<file path="src/design/wdt_pkg.sv">
// Package for the free-running watchdog: register map, fields, reset values, timing.
// Assumes a 20 MHz system clock and a low-speed clock sampled as a synchronous input.
package wdt_pkg;
  // Register addresses, one byte each
  localparam logic [15:0] ADDR_CLEAR = 16'hF00E;
  localparam logic [15:0] ADDR_PERIOD = 16'hF00F;
  localparam logic [15:0] ADDR_IRQ_STATUS = 16'hF010;
  localparam logic [15:0] ADDR_IRQ_CLEAR = 16'hF011;
  localparam logic [15:0] ADDR_IRQ_ENABLE = 16'hF012;
  // Clear-sequence keys
  localparam logic [7:0] KEY_FIRST = 8'h5A;
  localparam logic [7:0] KEY_SECOND = 8'hA5;
  // Reset values
  localparam logic [1:0] PERIOD_RESET = 2'h2;
  localparam logic [1:0] IRQ_ENABLE_RESET = 2'h3;
  // Status bit positions
  localparam int STAT_NMI = 0;
  localparam int STAT_RESET = 1;
  // Low-speed clock edges per overflow period, at 32768 Hz; the 8s entry is one edge short to fit 18 bits
  localparam logic [17:0] OVF_TICKS_125MS = 18'h01000;
  localparam logic [17:0] OVF_TICKS_500MS = 18'h04000;
  localparam logic [17:0] OVF_TICKS_2S = 18'h10000;
  localparam logic [17:0] OVF_TICKS_8S = 18'h3FFFF;
  // Clear lockout after overflow, half a low-speed cycle
  localparam real CLK_SYS_NS = 50.0;
  localparam real LOCKOUT_NS = 15250.0;
  localparam int LOCKOUT_CYCLES = int'(LOCKOUT_NS / CLK_SYS_NS) < 1 ? 1 :
                                  int'(LOCKOUT_NS / CLK_SYS_NS - 0.5);
  // Width of the lockout counter
  localparam int LOCK_W = 9;
endpackage : wdt_pkg

</file>
<file path="src/design/wdt_tick_if.sv">
// Interface between the watchdog core and its tick/lockout helper.
// Assumes both ends share clk_sys.
`timescale 1ns/1ns
`default_nettype none
interface wdt_tick_if;
  logic tick;
  logic lock_start;
  logic locked;
  modport core (input tick, input locked, output lock_start);
  modport helper (output tick, output locked, input lock_start);
endinterface : wdt_tick_if
`default_nettype wire

</file>
<file path="src/design/wdt_tick_gen.sv">
// Low-speed clock edge detector and post-overflow clear lockout timer.
// Assumes the low-speed clock is already synchronous to clk_sys.
`timescale 1ns/1ns
`default_nettype none
module wdt_tick_gen (
  input wire logic clk_sys,
  input wire logic rst,
  input wire logic lsclk,
  input wire logic stop_mode,
  wdt_tick_if.helper tk
);
  import wdt_pkg::*;
  logic ls_prev_q;
  logic tick_q;
  logic [LOCK_W-1:0] lock_cnt_q;

  // Rising edge of low-speed clock; no ticks in stop mode
  always_ff @(posedge clk_sys) begin
    if (rst) begin
      ls_prev_q <= 1'b1; // No false edge if the pin is already high at release
      tick_q <= 1'b0;
    end else begin
      ls_prev_q <= lsclk;
      tick_q <= lsclk & ~ls_prev_q & ~stop_mode;
    end
  end

  // Lockout counts down after each overflow
  always_ff @(posedge clk_sys) begin
    if (rst) begin
      lock_cnt_q <= '0;
    end else if (tk.lock_start) begin
      lock_cnt_q <= LOCK_W'(LOCKOUT_CYCLES);
    end else if (lock_cnt_q != '0) begin
      lock_cnt_q <= lock_cnt_q - 1'b1;
    end
  end

  assign tk.tick = tick_q;
  assign tk.locked = (lock_cnt_q != '0);
endmodule : wdt_tick_gen
`default_nettype wire

</file>
<file path="src/design/free_running_watchdog.sv">
// Free-running watchdog: counter, two-step clear sequence, NMI then reset.
// Assumes a byte register port with one-cycle strobes and read data next cycle.
// Overview of operation
// - Counter runs from reset, not stoppable by software
// - Two-bit field picks 125ms/500ms/2s/8s
// - First overflow raises non-maskable interrupt
// - Second uncleared overflow forces system reset
// - Clear needs 5A at pointer 0, A5 at 1
// - Pointer resets on reset/overflow, toggles each write
// - Out-of-sequence keys do not clear, pointer toggles
// - Clear register read returns pointer in bit0
// - Counter and pointer held after overflow briefly
// - Clear writes ignored about 15.25us after interrupt
// - Counter stops in stop mode
// - Counts in halt; interrupt wakes halt
`timescale 1ns/1ns
`default_nettype none
module free_running_watchdog (
  input wire logic clk_sys,
  input wire logic rst,
  input wire logic lsclk,
  input wire logic stop_mode,
  input wire logic halt_mode,
  input wire logic [15:0] reg_addr,
  input wire logic [7:0] reg_wdata,
  input wire logic reg_wr,
  input wire logic reg_rd,
  output logic [7:0] reg_rdata,
  output logic watchdog_nmi_request,
  output logic watchdog_reset,
  output logic halt_release,
  output logic irq
);
  import wdt_pkg::*;

  wdt_tick_if tk ();
  logic [17:0] cnt_q;
  logic [17:0] ovf_limit;
  logic [1:0] overflow_period_q;
  logic clear_sequence_pointer_q;
  logic first_ovf_q;
  logic [1:0] irq_status_q;
  logic [1:0] irq_enable_q;
  logic lock_start_q;
  logic overflow;
  logic wr_clear;
  logic key_ok;
  logic key_armed_q;

  wdt_tick_gen u_tick (
    .clk_sys(clk_sys),
    .rst(rst),
    .lsclk(lsclk),
    .stop_mode(stop_mode),
    .tk(tk)
  );

  // Overflow point from the selected period
  always_comb begin
    unique case (overflow_period_q)
      2'h0: ovf_limit = OVF_TICKS_125MS;
      2'h1: ovf_limit = OVF_TICKS_500MS;
      2'h2: ovf_limit = OVF_TICKS_2S;
      2'h3: ovf_limit = OVF_TICKS_8S;
    endcase
  end

  assign overflow = tk.tick && (cnt_q >= ovf_limit - 18'h00001);
  // Writes during lockout are dropped entirely, pointer too; lock_start_q
  // covers the cycle before the helper's lockout counter is loaded
  assign wr_clear = reg_wr && reg_addr == ADDR_CLEAR && !tk.locked && !lock_start_q;
  // Pointer alone would let any stray byte at pointer 0 arm a clear
  assign key_ok = wr_clear && clear_sequence_pointer_q && key_armed_q
                  && reg_wdata == KEY_SECOND;
  assign tk.lock_start = lock_start_q;

  // Counter: no software stop exists; only reset, the key sequence, an overflow or the lockout clears it
  always_ff @(posedge clk_sys) begin
    if (rst) begin
      cnt_q <= '0;
    end else if (key_ok || overflow) begin
      cnt_q <= '0;
    end else if (tk.locked || lock_start_q) begin
      cnt_q <= '0;
    end else if (tk.tick) begin
      cnt_q <= cnt_q + 18'h00001;
    end
  end

  // Pointer: a 5A at 1 toggles back to 0 without arming
  always_ff @(posedge clk_sys) begin
    if (rst || overflow) begin
      clear_sequence_pointer_q <= 1'b0;
    end else if (wr_clear) begin
      if (!clear_sequence_pointer_q && reg_wdata != KEY_FIRST) begin
        clear_sequence_pointer_q <= 1'b1;
      end else begin
        clear_sequence_pointer_q <= ~clear_sequence_pointer_q;
      end
    end
  end

  // Arming flag: a stray byte at pointer 0 still toggles, but must not arm
  always_ff @(posedge clk_sys) begin
    if (rst || overflow) begin
      key_armed_q <= 1'b0;
    end else if (wr_clear) begin
      key_armed_q <= !clear_sequence_pointer_q && reg_wdata == KEY_FIRST;
    end
  end

  // First overflow memory; overflow wins over a same-cycle clear
  always_ff @(posedge clk_sys) begin
    if (rst) begin
      first_ovf_q <= 1'b0;
    end else if (overflow) begin
      first_ovf_q <= 1'b1;
    end else if (key_ok) begin
      first_ovf_q <= 1'b0;
    end
  end

  // Event pulses and lockout start
  always_ff @(posedge clk_sys) begin
    if (rst) begin
      watchdog_nmi_request <= 1'b0;
      watchdog_reset <= 1'b0;
      halt_release <= 1'b0;
      lock_start_q <= 1'b0;
    end else begin
      watchdog_nmi_request <= overflow && !first_ovf_q;
      watchdog_reset <= overflow && first_ovf_q;
      halt_release <= overflow && !first_ovf_q && halt_mode;
      lock_start_q <= overflow;
    end
  end

  // Period register
  always_ff @(posedge clk_sys) begin
    if (rst) begin
      overflow_period_q <= PERIOD_RESET;
    end else if (reg_wr && reg_addr == ADDR_PERIOD) begin
      overflow_period_q <= reg_wdata[1:0];
    end
  end

  // Sticky status; a set beats a same-cycle clear
  always_ff @(posedge clk_sys) begin
    if (rst) begin
      irq_status_q <= '0;
      irq_enable_q <= IRQ_ENABLE_RESET;
    end else begin
      if (reg_wr && reg_addr == ADDR_IRQ_ENABLE) begin
        irq_enable_q <= reg_wdata[1:0];
      end
      irq_status_q <= (irq_status_q & ~((reg_wr && reg_addr == ADDR_IRQ_CLEAR) ?
                       reg_wdata[1:0] : 2'h0))
                      | {overflow && first_ovf_q, overflow && !first_ovf_q};
    end
  end

  // Level interrupt from enabled status
  always_ff @(posedge clk_sys) begin
    if (rst) begin
      irq <= 1'b0;
    end else begin
      irq <= |(irq_status_q & irq_enable_q);
    end
  end

  // Read data one cycle after the strobe, zero otherwise
  always_ff @(posedge clk_sys) begin
    if (rst || !reg_rd) begin
      reg_rdata <= 8'h00;
    end else begin
      unique case (reg_addr)
        ADDR_CLEAR: reg_rdata <= {7'h00, clear_sequence_pointer_q};
        ADDR_PERIOD: reg_rdata <= {6'h00, overflow_period_q};
        ADDR_IRQ_STATUS: reg_rdata <= {6'h00, irq_status_q};
        ADDR_IRQ_ENABLE: reg_rdata <= {6'h00, irq_enable_q};
        default: reg_rdata <= 8'h00;
      endcase
    end
  end
endmodule : free_running_watchdog
`default_nettype wire

</file>
<file path="config.mk">
export PLATFORM = sky130hd
export DESIGN_NAME = free_running_watchdog
export DESIGN_NICKNAME = d
export VERILOG_FILES = /design/src/design/wdt_pkg.sv /design/src/design/wdt_tick_if.sv /design/src/design/wdt_tick_gen.sv /design/src/design/free_running_watchdog.sv
export SDC_FILE = /design/constraint.sdc
export NUM_CORES = 1
export LEC_CHECK = 0
export BUFFER_PORTS_ARGS = -buffer_cell sky130_fd_sc_hd__buf_2
export CORE_MARGIN = 1
export CORE_UTILIZATION = 44
export DETAILED_ROUTE_END_ITERATION = 7
export PLACE_DENSITY = 0.65
export REMOVE_ABC_BUFFERS = 1
export SKIP_LAST_GASP = 1
export SLEW_MARGIN = 20
export SYNTH_ARGS = -nofsm -noshare
export SYNTH_HDL_FRONTEND = slang
export SYNTH_SLANG_ARGS = --single-unit
</file>
<file path="constraint.sdc">
create_clock -name clk_sys -period 4.8 [get_ports clk_sys]
set_input_delay 0 -clock clk_sys [delete_from_list [all_inputs] [get_ports clk_sys]]
set_output_delay 0 -clock clk_sys [all_outputs]
set_load 0.05 [all_outputs]
</file>
# --- Yosys cells after proc, flatten, opt, wreduce, memory -nomap -nowiden ---
# Cells that the tools add are included.
word_totals:
  ff_bits: 51
  in_bits: 31
  output_inout_bits: 12
  elab_cells: 80
op_classes:
  addsub: 3
  order_cmp: 1
  n_eq_ne: 11
  n_mux: 8
  bitwise_logic: 9
  n_reduce_logical: 31
op_table:
  columns: ["cell", "count"]
  rows:
  - ["$eq A16 B16 Y1 const B", 5]
  - ["$pmux W18 S4", 1]
  - ["$add A18 B1 Y18 const B", 1]
  - ["$ge A18 B18 Y1", 1]
  - ["$mux W9", 2]
  - ["$sub A18 B1 Y18 const B", 1]
  - ["$logic_and A1 B1 Y1", 15]
  - ["$reduce_bool A9 Y1", 1]
  - ["$sub A9 B1 Y9 const B", 1]
  - ["$eq A8 B7 Y1 const B", 1]
  - ["$eq A8 B8 Y1 const B", 1]
  - ["$ne A8 B7 Y1 const B", 1]
  - ["$pmux W2 S4", 1]
  - ["$logic_not A1 Y1", 5]
  - ["$and A2 B2 Y2", 2]
  - ["$eq A2 B2 Y1 const B", 2]
  - ["$logic_or A1 B1 Y1", 4]
  - ["$reduce_bool A2 Y1", 2]
  - ["$reduce_or A2 Y1", 2]
  - ["$mux W1", 3]
  - ["$not A1 Y1", 3]
  - ["$reduce_or A3 Y1", 1]
  - ["$and A1 B1 Y1", 2]
  - ["$eq A2 B1 Y1 const B", 1]
  - ["4 further kinds", 4]

# --- Logic depth before layout (Yosys ltp) ---
# Gate-level depths: netlist (run 1).
logic_depth:
  word_depth: 9
  ltp_mapped: 8
  mapped_depth_nobuf: 8

# --- Hierarchy ---
# Synthesis (run 1) repeated with hierarchy kept, for this count alone.
unflattened:
  cells_unflattened: 269
  area_unflattened_um2: 2343.5
by_module_without_submodules:
  columns: ["module", "n_inst", "cells_per_inst", "area_per_inst_um2", "seq_area_each_um2"]
  rows:
  - ["free_running_watchdog", 1, 209, 1794.2, 680.7]
  - ["wdt_tick_gen", 1, 60, 549.3, 220.2]

# --- Worst setup path after synthesis (run 1) ---
# OpenSTA, ideal clock, no wires.
synth_path:
  path_type: "reg2reg"
  start: "register overflow_period_q[1]"
  end: "register cnt_q[17]"
  setup_ns: 0.062
  t_arrival_ns: 1.767
  t_required_ns: 4.738
  setup_slack_ns: 2.971
  stages_incl_launch_ff: 9
  n_path_buf: 1
  period_less_slack_ns: 1.829
  cell_sequence: "dfxtp_1 nand2_1 ha_1 a21oi_1 o21ai_0 o21ai_0 nand4_4 buf_6 nor2_2"
synth_via:
  elab_chain_cells: 7
  word_cells_on_any_way: 10
  classes_between: "1 x add/sub; 1 x order compare; 3 x eq/ne; 1 x mux; 4 x reduce/logical"
synth_lines:
  columns: ["item", "line_no", "source"]
  rows:
  - ["start, declared", "free_running_watchdog.sv:39", "logic [1:0] overflow_period_q;"]
  - ["start signal, assigned", "free_running_watchdog.sv:143", "overflow_period_q <= reg_wdata[1:0];"]
  - ["$eq A2 B2 Y1 (tied with other cells)", "free_running_watchdog.sv:60", "unique case (overflow_period_q)"]
  - ["$pmux W18 S4 *", "free_running_watchdog.sv:60", null]
  - ["$sub A18 B1 Y18 *", "free_running_watchdog.sv:68", "assign overflow = tk.tick && (cnt_q >= ovf_limit - 18'h00001);"]
  - ["$ge A18 B18 Y1 *", "free_running_watchdog.sv:68", null]
  - ["$logic_and A1 B1 Y1 *", "free_running_watchdog.sv:68", null]
  - ["$logic_or A1 B1 Y1 *", "free_running_watchdog.sv:81", "end else if (key_ok || overflow) begin"]
  - ["$reduce_or A3 Y1 (no source line) *", null, null]
  - ["end signal, assigned", "free_running_watchdog.sv:86", "cnt_q <= cnt_q + 18'h00001;"]
  - ["end, declared", "free_running_watchdog.sv:37", "logic [17:0] cnt_q;"]
# Every way passes the cells marked *; elsewhere a longest branch is shown, timed or not.
# A chain may end at the register's enable or synchronous reset.

# --- Final worst setup path (run 1) ---
layout_path:
  start: "register overflow_period_q[1]"
  end: "register cnt_q[6]"
# Same word-level chain as after synthesis.

==> results of run 1 <==
## power by group
group / switching (W) / internal [W]
clock: 0.000128 / 0.000117
sequential: 0.0000319 / 0.000403
combinational: 0.000155 / 0.000113
## kinds of logic (layout without fill, tap and decap cells)
| family | count (synthesis) | count (layout) | synth area share (%) |
|---|---|---|---|
| buf+inv | 24 | 63 | 5.221 |
| mux | 6 | 6 | 2.611 |
| other cells | 1 | 6 | 0.1597 |
| flops | 45 | 45 | 38.36 |
| simple gates | 124 | 124 | 32.50 |
| fa+ha+maj | 10 | 10 | 5.328 |
| xor+xnor | 25 | 25 | 9.323 |
| compound gates | 24 | 24 | 6.500 |
## tightest hold or removal path, stage by stage
cell     delay, ps
buf_2          150
mux2i_1         90
nand2_1         60
## how the worst max path moves through the flow
stage | from | end | depth (start not counted)
after detailed placement | overflow_period_q[1] | cnt_q[6] | 7
after global routing | overflow_period_q[1] | cnt_q[6] | 7
after floorplan | overflow_period_q[1] | cnt_q[10] | 7
after global placement | overflow_period_q[1] | cnt_q[10] | 7
after CTS | overflow_period_q[1] | cnt_q[6] | 7
final | overflow_period_q[1] | cnt_q[6] | 7
## final cells by class
cell class	instances	area (sq um)	share of cell area (%)
multi-input combinational	195	1344	49.45
sequential	45	900.9	33.15
timing repair buffer	42	240.2	8.840
tap	70	87.58	3.223
clock buffer	6	82.58	3.039
inverter	13	48.80	1.796
clock inverter	2	13.76	0.5064
## cell usage in the layout (no fill, tap or decap), types with 2 or more instances in the layout
cell type / n
a211o_1: 3
a21oi_1: 6
a22oi_1: 2
and3_1: 2
and4_1: 4
buf_2: 36
clkbuf_8: 6
conb_1: 6
dfxtp_1: 45
dlygate4sd3_1: 6
ha_1: 10
inv_1: 13
mux2i_1: 5
nand2_1: 25
nand3_1: 8
nand3b_1: 2
nand4_1: 6
nand4b_1: 3
nand4bb_1: 2
nor2_1: 27
nor2_2: 10
nor3_1: 11
nor3b_1: 2
nor4_1: 2
nor4_2: 2
nor4_4: 3
nor4b_1: 3
o21ai_0: 8
xnor2_1: 11
xor2_1: 14
## through the flow
stage	utilization [%]	worst slack, ps	area (sq um)	total power [W]	cells
finish	52.87	2676	2718	0.0009485	373
global route	52.87	2464	2718	0.001010	373
CTS	52.87	2655	2718	0.0009600	373
detailed placement	49.83	2702	2561	0.0007089	359
global placement	49.83	2799	2561	0.0007036	359
floorplan	-	2963	2293	0.0006486	253
## state kept, by name, indices dropped and copies added, names as in the netlist
signal                    cells
irq_enable_q                  2
first_ovf_q                   1
lock_start_q                  1
irq_status_q                  2
key_armed_q                   1
clear_sequence_pointer_q      1
watchdog_reset                1
u_tick.ls_prev_q              1
u_tick.lock_cnt_q             9
cnt_q                        18
reg_rdata                     2
u_tick.tk.tick                1
overflow_period_q             2
watchdog_nmi_request          1
irq                           1
halt_release                  1
## layer usage
metal  vias to the layer above  share of wire, %
met5                         -                 0
met4                         0              0.48
met3                         3               2.2
met2                        17                47
met1                       865                50
li1                        978                 -
## cells in the mapped netlist, drive strengths merged (2+ instances only)
| cell | number |
|---|---|
| nand3b | 2 |
| clkbuf | 2 |
| nor4b | 4 |
| a21oi | 7 |
| and3 | 2 |
| and4 | 4 |
| o21ai | 8 |
| nand4 | 7 |
| a211o | 3 |
| nor3b | 2 |
| nor3 | 11 |
| buf | 9 |
| xnor2 | 11 |
| dfxtp | 45 |
| xor2 | 14 |
| a22oi | 2 |
| nand4bb | 2 |
| nor4 | 7 |
| nand2 | 26 |
| inv | 13 |
| mux2i | 5 |
| nand3 | 9 |
| ha | 10 |
| nand4b | 3 |
| nor2 | 37 |
==> out/metrics.yaml, run 1 <==
synthesis:
  synth_area_per_cell_sq_um: 9.068
  yosysWarnings: 0
  syn_area_sq_mm: 0.002349
  synth_edf_count: 0
  ys_types: 49
  synth_top_area_share_pct: 38.36
  synth-seq-cells: 45
  synth.area.top_cells: "dfxtp_1, ha_1, xor2_1, nor2_1, xnor2_1"
  async_flop_share_pct: 0
  synth_ff_type: "dfxtp_1"
  ys_seq_area_share_pct: 38.36
  yosysTopAreaCell: "dfxtp_1"
  synthesis.instances: 259
pwr:
  ir_drop_mv: 0.2065
  powerDensity_mw_per_mm2: 349.0
  leakage_nw: 1.017
critical_path:
  cp_max_fo: 18
  path_delay_family: "simple AND/OR/NAND/NOR gates"
  rr_worst_depth: 7
  crit_type: "flip-flop to flip-flop"
  regToRegSetupSlack_ps: 2680
  cp_num_buf_inv: 0
  cp_slowest_cell: "dfxtp_1"
  cpMostUsedCell: "o21ai_0"
  critPathCaptureType: "flip-flop"
  arrival_ps: 2340
  r2r-start: "overflow_period_q[1]"
  critPathRequiredTime_ps: 5020
  crit_chain: "nand2_1 -> ha_1 -> a21oi_1 -> o21ai_0 -> o21ai_0 -> nand4_4 -> nor2_1"
  critPathMaxStageDelay_ps: 400
  critPathLaunchType: "flip-flop"
  reg2reg_to: "cnt_q[6]"
hold_path:
  min_from: "reg_wdata[0]"
  hold_path_depth: 3
  hold_path_end: "irq_enable_q[0]"
  hold_class: "input port to flip-flop"
clock_network:
  cts_buffers: 5
  cts_root_buf: "clkbuf_8"
  cts.clk_slew.worst_paths_ps: 90
  clk_latency_ps: 290
  clock_sinks: 45
  cts_setup_buffers: 0
  cts_buffer_depth: 2
  cts.repair.resized: 0
  htree_levels: 2
  cts_tree: "done"
  hold_buffers: 6
global_route:
  grt_pass1_vias: 1702
  gr-usage-met2_pct: 28.53
  grt_max_degree: 19
  grt_pass1_wl_um: 7279
  gr-usage-met3_pct: 3.614
  antenna_found_initial: 0
  grt_usage_pct: 16.84
  top_usage_layer: "met2"
  grt_remaining_overflow: 0
  grt_use_met1_pct: 21.98
flow_run:
  max-cap-violations: 0
die:
  core_sq_mm: 0.005140
  ioPinCount: 43
  initial_core_util_pct: 45.69
  die_height_um: 75.06
  die_w_um: 75.06
  die-area_sq_mm: 0.005634
  rows: 26
run_status:
  status: "finished clean"
final_layout:
  area.growth.synth_to_final_pct: 15.72
  nNetsFinal: 343
  fill_cells: 500
  n_antenna_cell: 0
  drive_gt1_share_pct: 21.78
drt:
  post_drt_wl_per_cell_um: 11.80
  drc: 0
  postRouteWirelength_um: 4400
  drtPass1Iterations: 4
  first_iter_violations: 62
  vias: 1863
  drtAntennaViolNets: 0
  vias_per_cell: 4.995
timing:
  rsz0062_at_grt: "no"
  fmax_mhz: 470.8
  skew_ps: 11.02
  slew_viol_final: 0
  fin_crit_ps: 2124
  tightest_slew_ps: 564.3
  fin_hold_ws_ps: 22.72
  tns_ps: 0
  period_share_pct: 44.25
  setup_viol: 0
  slew_headroom_pct: 62.09
  hold_viol: 0
placed_design:
  gp_congestion: 0.7888
  dp_hpwl_um: 3306
  portBuffers: 36
Power figures use the tool's default switching activity.
==> inputs of run 2 (changes only) <==
--- a/config.mk
+++ b/config.mk
@@ -5,11 +5,12 @@
 export SDC_FILE = /design/constraint.sdc
 export NUM_CORES = 1
 export LEC_CHECK = 0
+export ABC_AREA = 1
 export BUFFER_PORTS_ARGS = -buffer_cell sky130_fd_sc_hd__buf_2
 export CORE_MARGIN = 1
 export CORE_UTILIZATION = 44
 export DETAILED_ROUTE_END_ITERATION = 7
-export PLACE_DENSITY = 0.65
+export PLACE_DENSITY = 0.68
 export REMOVE_ABC_BUFFERS = 1
 export SKIP_LAST_GASP = 1
 export SLEW_MARGIN = 20
==> constraint.sdc (replaced) <==
create_clock -name clk_sys -period 1.8 [get_ports clk_sys]
set_input_delay 0 -clock clk_sys [delete_from_list [all_inputs] [get_ports clk_sys]]
set_output_delay 0 -clock clk_sys [all_outputs]
set_load 0.05 [all_outputs]
==> run 2 against run 1 <==
  * Hold slack worse by 11 ps
  * Sequential cell count stayed put
  * Die area is 4.3% higher
  * Critical endpoint is now first_ovf_q
==> out/metrics.yaml, run 2 <==
run_status:
  status: "finished clean"  # unchanged
synthesis:
  ys_types: 34  # was 49
  synth_ff_type: "dfxtp_1"  # unchanged
  synth_edf_count: 0  # unchanged
  synth_xor_area_share_pct: 6.425  # was 9.323%
  synthesis.instances: 347  # was 259
  synth.area.top_cells: "dfxtp_1, nand2_1, nor2_1, inv_1, ha_1"  # was dfxtp_1, ha_1, xor2_1, nor2_1, xnor2_1
  synth_top_area_share_pct: 36.72  # was 38.36%
  async_flop_share_pct: 0  # unchanged
  synth_simple_gate_area_share_pct: 34.06  # was 32.50%
  synth_top_family_by_area: "simple AND/OR/NAND/NOR gates"  # unchanged
  synth_area_per_cell_sq_um: 7.071  # was 9.068 sq um
  syn_area_sq_mm: 0.002454  # was 0.002349 sq mm
  ys_seq_area_share_pct: 36.72  # was 38.36%
  yosysWarnings: 0  # unchanged
  synth-seq-cells: 45  # unchanged
  synth_compound_area_share_pct: 6.068  # was 6.500%
  synth.area.mux_share_pct: 0.4080  # was 2.611%
  synth_fa_ha_area_share_pct: 5.099  # was 5.328%
  yosysMostFrequentCell: "nand2_1"  # was dfxtp_1
  ys_top_cells_by_count: "nand2_1, nor2_1, inv_1, dfxtp_1, nand3_1"  # was dfxtp_1, nor2_1, nand2_1, xor2_1, inv_1
  yosysTopAreaCell: "dfxtp_1"  # unchanged
drt:
  first_iter_violations: 66  # was 62
  drc: 0  # unchanged
  drtPass1Iterations: 4  # unchanged
  postRouteWirelength_um: 5103  # was 4400 um
  drtAntennaViolNets: 0  # unchanged
  post_drt_wl_per_cell_um: 10.65  # was 11.80 um
  vias: 2250  # was 1863
  vias_per_cell: 4.697  # was 4.995
timing:
  skew_ps: 3.810  # was 11.02 ps
  fin_hold_ws_ps: 11.39  # was 22.72 ps
  hold_viol: 0  # unchanged
  fmax_mhz: 557.9  # was 470.8 MHz
  rsz0062_at_grt: "yes"  # was no
  slew_viol_final: 0  # unchanged
  setup_viol: 0  # unchanged
  period_share_pct: 99.59  # was 44.25%
  fin_crit_ps: 1793  # was 2124 ps
final_layout:
  fill_cells: 489  # was 500
  regMostFlops: "cnt_q"  # unchanged
  regArea_sq_um: 909.6  # was 900.9 sq um
  drive_gt1_share_pct: 26.16  # was 21.78%
  area.growth.synth_to_final_pct: 26.41  # was 15.72%
  fin_area_sq_mm: 0.003102  # was 0.002718 sq mm
  final_common_cell: "nand2_1"  # was dfxtp_1
  final_cell_mix: "nand2_1, inv_1, nor2_1"  # was dfxtp_1, buf_2, nor2_1
  n_antenna_cell: 0  # unchanged
  largestRegisters: "cnt_q (18), u_tick.lock_cnt_q (9)"  # unchanged
  stdcell_count: 479  # was 373
  multi_input_area_sq_mm: 0.001446  # was 0.001344 sq mm
  largest_register_ffs: 18  # unchanged
  final_core_util_pct: 59.22  # was 52.87%
  nNetsFinal: 449  # was 343
die:
  die_height_um: 76.68  # was 75.06 um
  initial_core_util_pct: 46.85  # was 45.69%
  die-area_sq_mm: 0.005879  # was 0.005634 sq mm
  ioPinCount: 43  # unchanged
  die_w_um: 76.68  # was 75.06 um
  rows: 26  # unchanged
  core_sq_mm: 0.005238  # was 0.005140 sq mm
critical_path:
  rr_worst_depth: 14  # was 7
  cp_max_fo: 5  # was 18
  r2r-start: "overflow_period_q[1]"  # unchanged
  critPathCaptureType: "flip-flop"  # unchanged
  arrival_ps: 1990  # was 2340 ps
  crit_type: "flip-flop to flip-flop"  # unchanged
  reg2reg_to: "first_ovf_q"  # was cnt_q[6]
  setup.worst_path.end: "first_ovf_q"  # was cnt_q[6]
  critPathRequiredTime_ps: 2000  # was 5020 ps
  critPathLaunch: "overflow_period_q[1]"  # unchanged
  regToRegSetupSlack_ps: 7  # was 2680 ps
  critPathLaunchType: "flip-flop"  # unchanged
global_route:
  antenna_found_initial: 0  # unchanged
  grt_pass1_vias: 2126  # was 1702
  grt_remaining_overflow: 0  # unchanged
  grt_usage_pct: 18.85  # was 16.84%
  grt_max_degree: 16  # was 19
  grt_pass1_wl_um: 9004  # was 7279 um
clock_network:
  cts_buffer_depth: 2  # unchanged
  cts_root_buf: "clkbuf_8"  # unchanged
  htree_levels: 2  # unchanged
  clock_sinks: 45  # unchanged
  cts_buffers: 5  # unchanged
  clk_latency_ps: 300  # was 290 ps
  cts_tree: "done"  # unchanged
  cts.clk_slew.worst_paths_ps: 90  # about the same
placed_design:
  portBuffers: 36  # unchanged
  dp_hpwl_um: 3794  # was 3306 um
  dpl.cell_count: 462  # was 359
  place_area_sq_mm: 0.002761  # was 0.002561 sq mm
  gp_congestion: 0.8499  # was 0.7888
pwr:
  p_clk_share_pct: 27.5  # was 25.8%
  p_int_w: 0.001833  # was 0.0006329 W
  leakage_nw: 1.360  # was 1.017 nW
  powerDensity_mw_per_mm2: 903.6  # was 349.0 mW/mm^2
  p_sw_share_pct: 34.61  # was 33.27%
  seqPwrFrac_pct: 41.1  # was 45.9%
  ir_drop_mv: 0.6877  # was 0.2065 mV
  power.net_switching_w: 0.0009701  # was 0.0003156 W
  combPwrFrac_pct: 31.3  # was 28.3%
hold_path:
  hold_class: "input port to flip-flop"  # unchanged
flow_run:
  max-cap-violations: 0  # unchanged
## run 2: cell types whose count changed in the layout (fill, tap and decap cells not counted), moves of 5 or more
cell,change
nor2_1,+16
ha_1,-5
nand2_4,+5
buf_4,+14
ha_4,+5
inv_1,+38
nand2_1,+40
nor2_2,+14
nand3_1,+8
## run 2: per-layer routing
layer | GRT usage, % | part of all wire, % | up-vias
met5 | 0 | 0 | -
met1 | 22.72 | 47 | 989
met3 | 3.929 | 4.5 | 5
met2 | 33.57 | 48 | 53
met4 | 5.192 | 0.98 | 0
li1 | - | - | 1203
## run 2: worst min path at each step
| stage | depth (start not counted) | end | from |
|---|---|---|---|
| floorplan | 1 | irq | rst |
| global placement | 2 | u_tick.tk.tick | stop_mode |
| detailed placement | 2 | u_tick.tk.tick | stop_mode |
| CTS | 2 | u_tick.lock_cnt_q[4] | rst |
| global route | 2 | u_tick.lock_cnt_q[4] | rst |
| finish | 2 | u_tick.lock_cnt_q[4] | rst |
## run 2: cell families (layout without fill, tap and decap cells)
kind of cell    count (synthesis)  after routing
buf+inv                        61            116
mux                             1              1
flops                          45             45
compound gates                 27             27
other cells                     1              6
fa+ha+maj                      10             10
xor+xnor                       18             18
simple gates                  184            186
## run 2: cell type report
type,count,share of cell area (%)
clock buffers,5,2.219
inverters,52,6.374
well taps,70,2.824
multi-input cells,248,46.63
repair buffers,56,11.13
flip-flops and latches,45,29.33
clock inverters,3,1.493
## run 2: repair_timing
item,in CTS,in global routing
hold endpoints to repair,5,0
endpoints found under the setup margin,23,27
pin swaps,11,4
buffers inserted,1,0
hold buffers,6,0
gates resized for setup,23,11
cloned,2,0
## run 2: power by group through the flow
stage	Combinational (W)	Clock (W)	Sequential, W
global route	0.000984	0.000843	0.00117
CTS	0.000866	0.000797	0.00115
finish	0.000878	0.000772	0.00115
floorplan	0.000572	0	0.00116
global placement	0.000788	0	0.00117
detailed placement	0.000809	0	0.00117
## run 2: stage by stage
stage          setup slack [ps]  TNS, ps  power, W
2_1_floorplan             74.25        0  0.001734
3_3_place_gp             -17.22   -45.79  0.001959
3_5_place_dp             -148.1    -2298  0.001983
4_1_cts                  -32.17   -106.1  0.002812
5_1_grt                  -142.3    -2134  0.002992
6_report                  7.460        0  0.002803
## run 2: worst max-delay path, stage by stage, from the launching register on
cell     delay (ps)
dfxtp_4         420
nand2_4          90
ha_4            290
nand2_4          50
nor2_2          120
nand2_1          60
nor2_1          100
nand2_1          50
nand2_1          70
nand2_2          60
nand2_2          90
nor2_4           70
buf_4           140
nand2_1          40
nand2_1          40
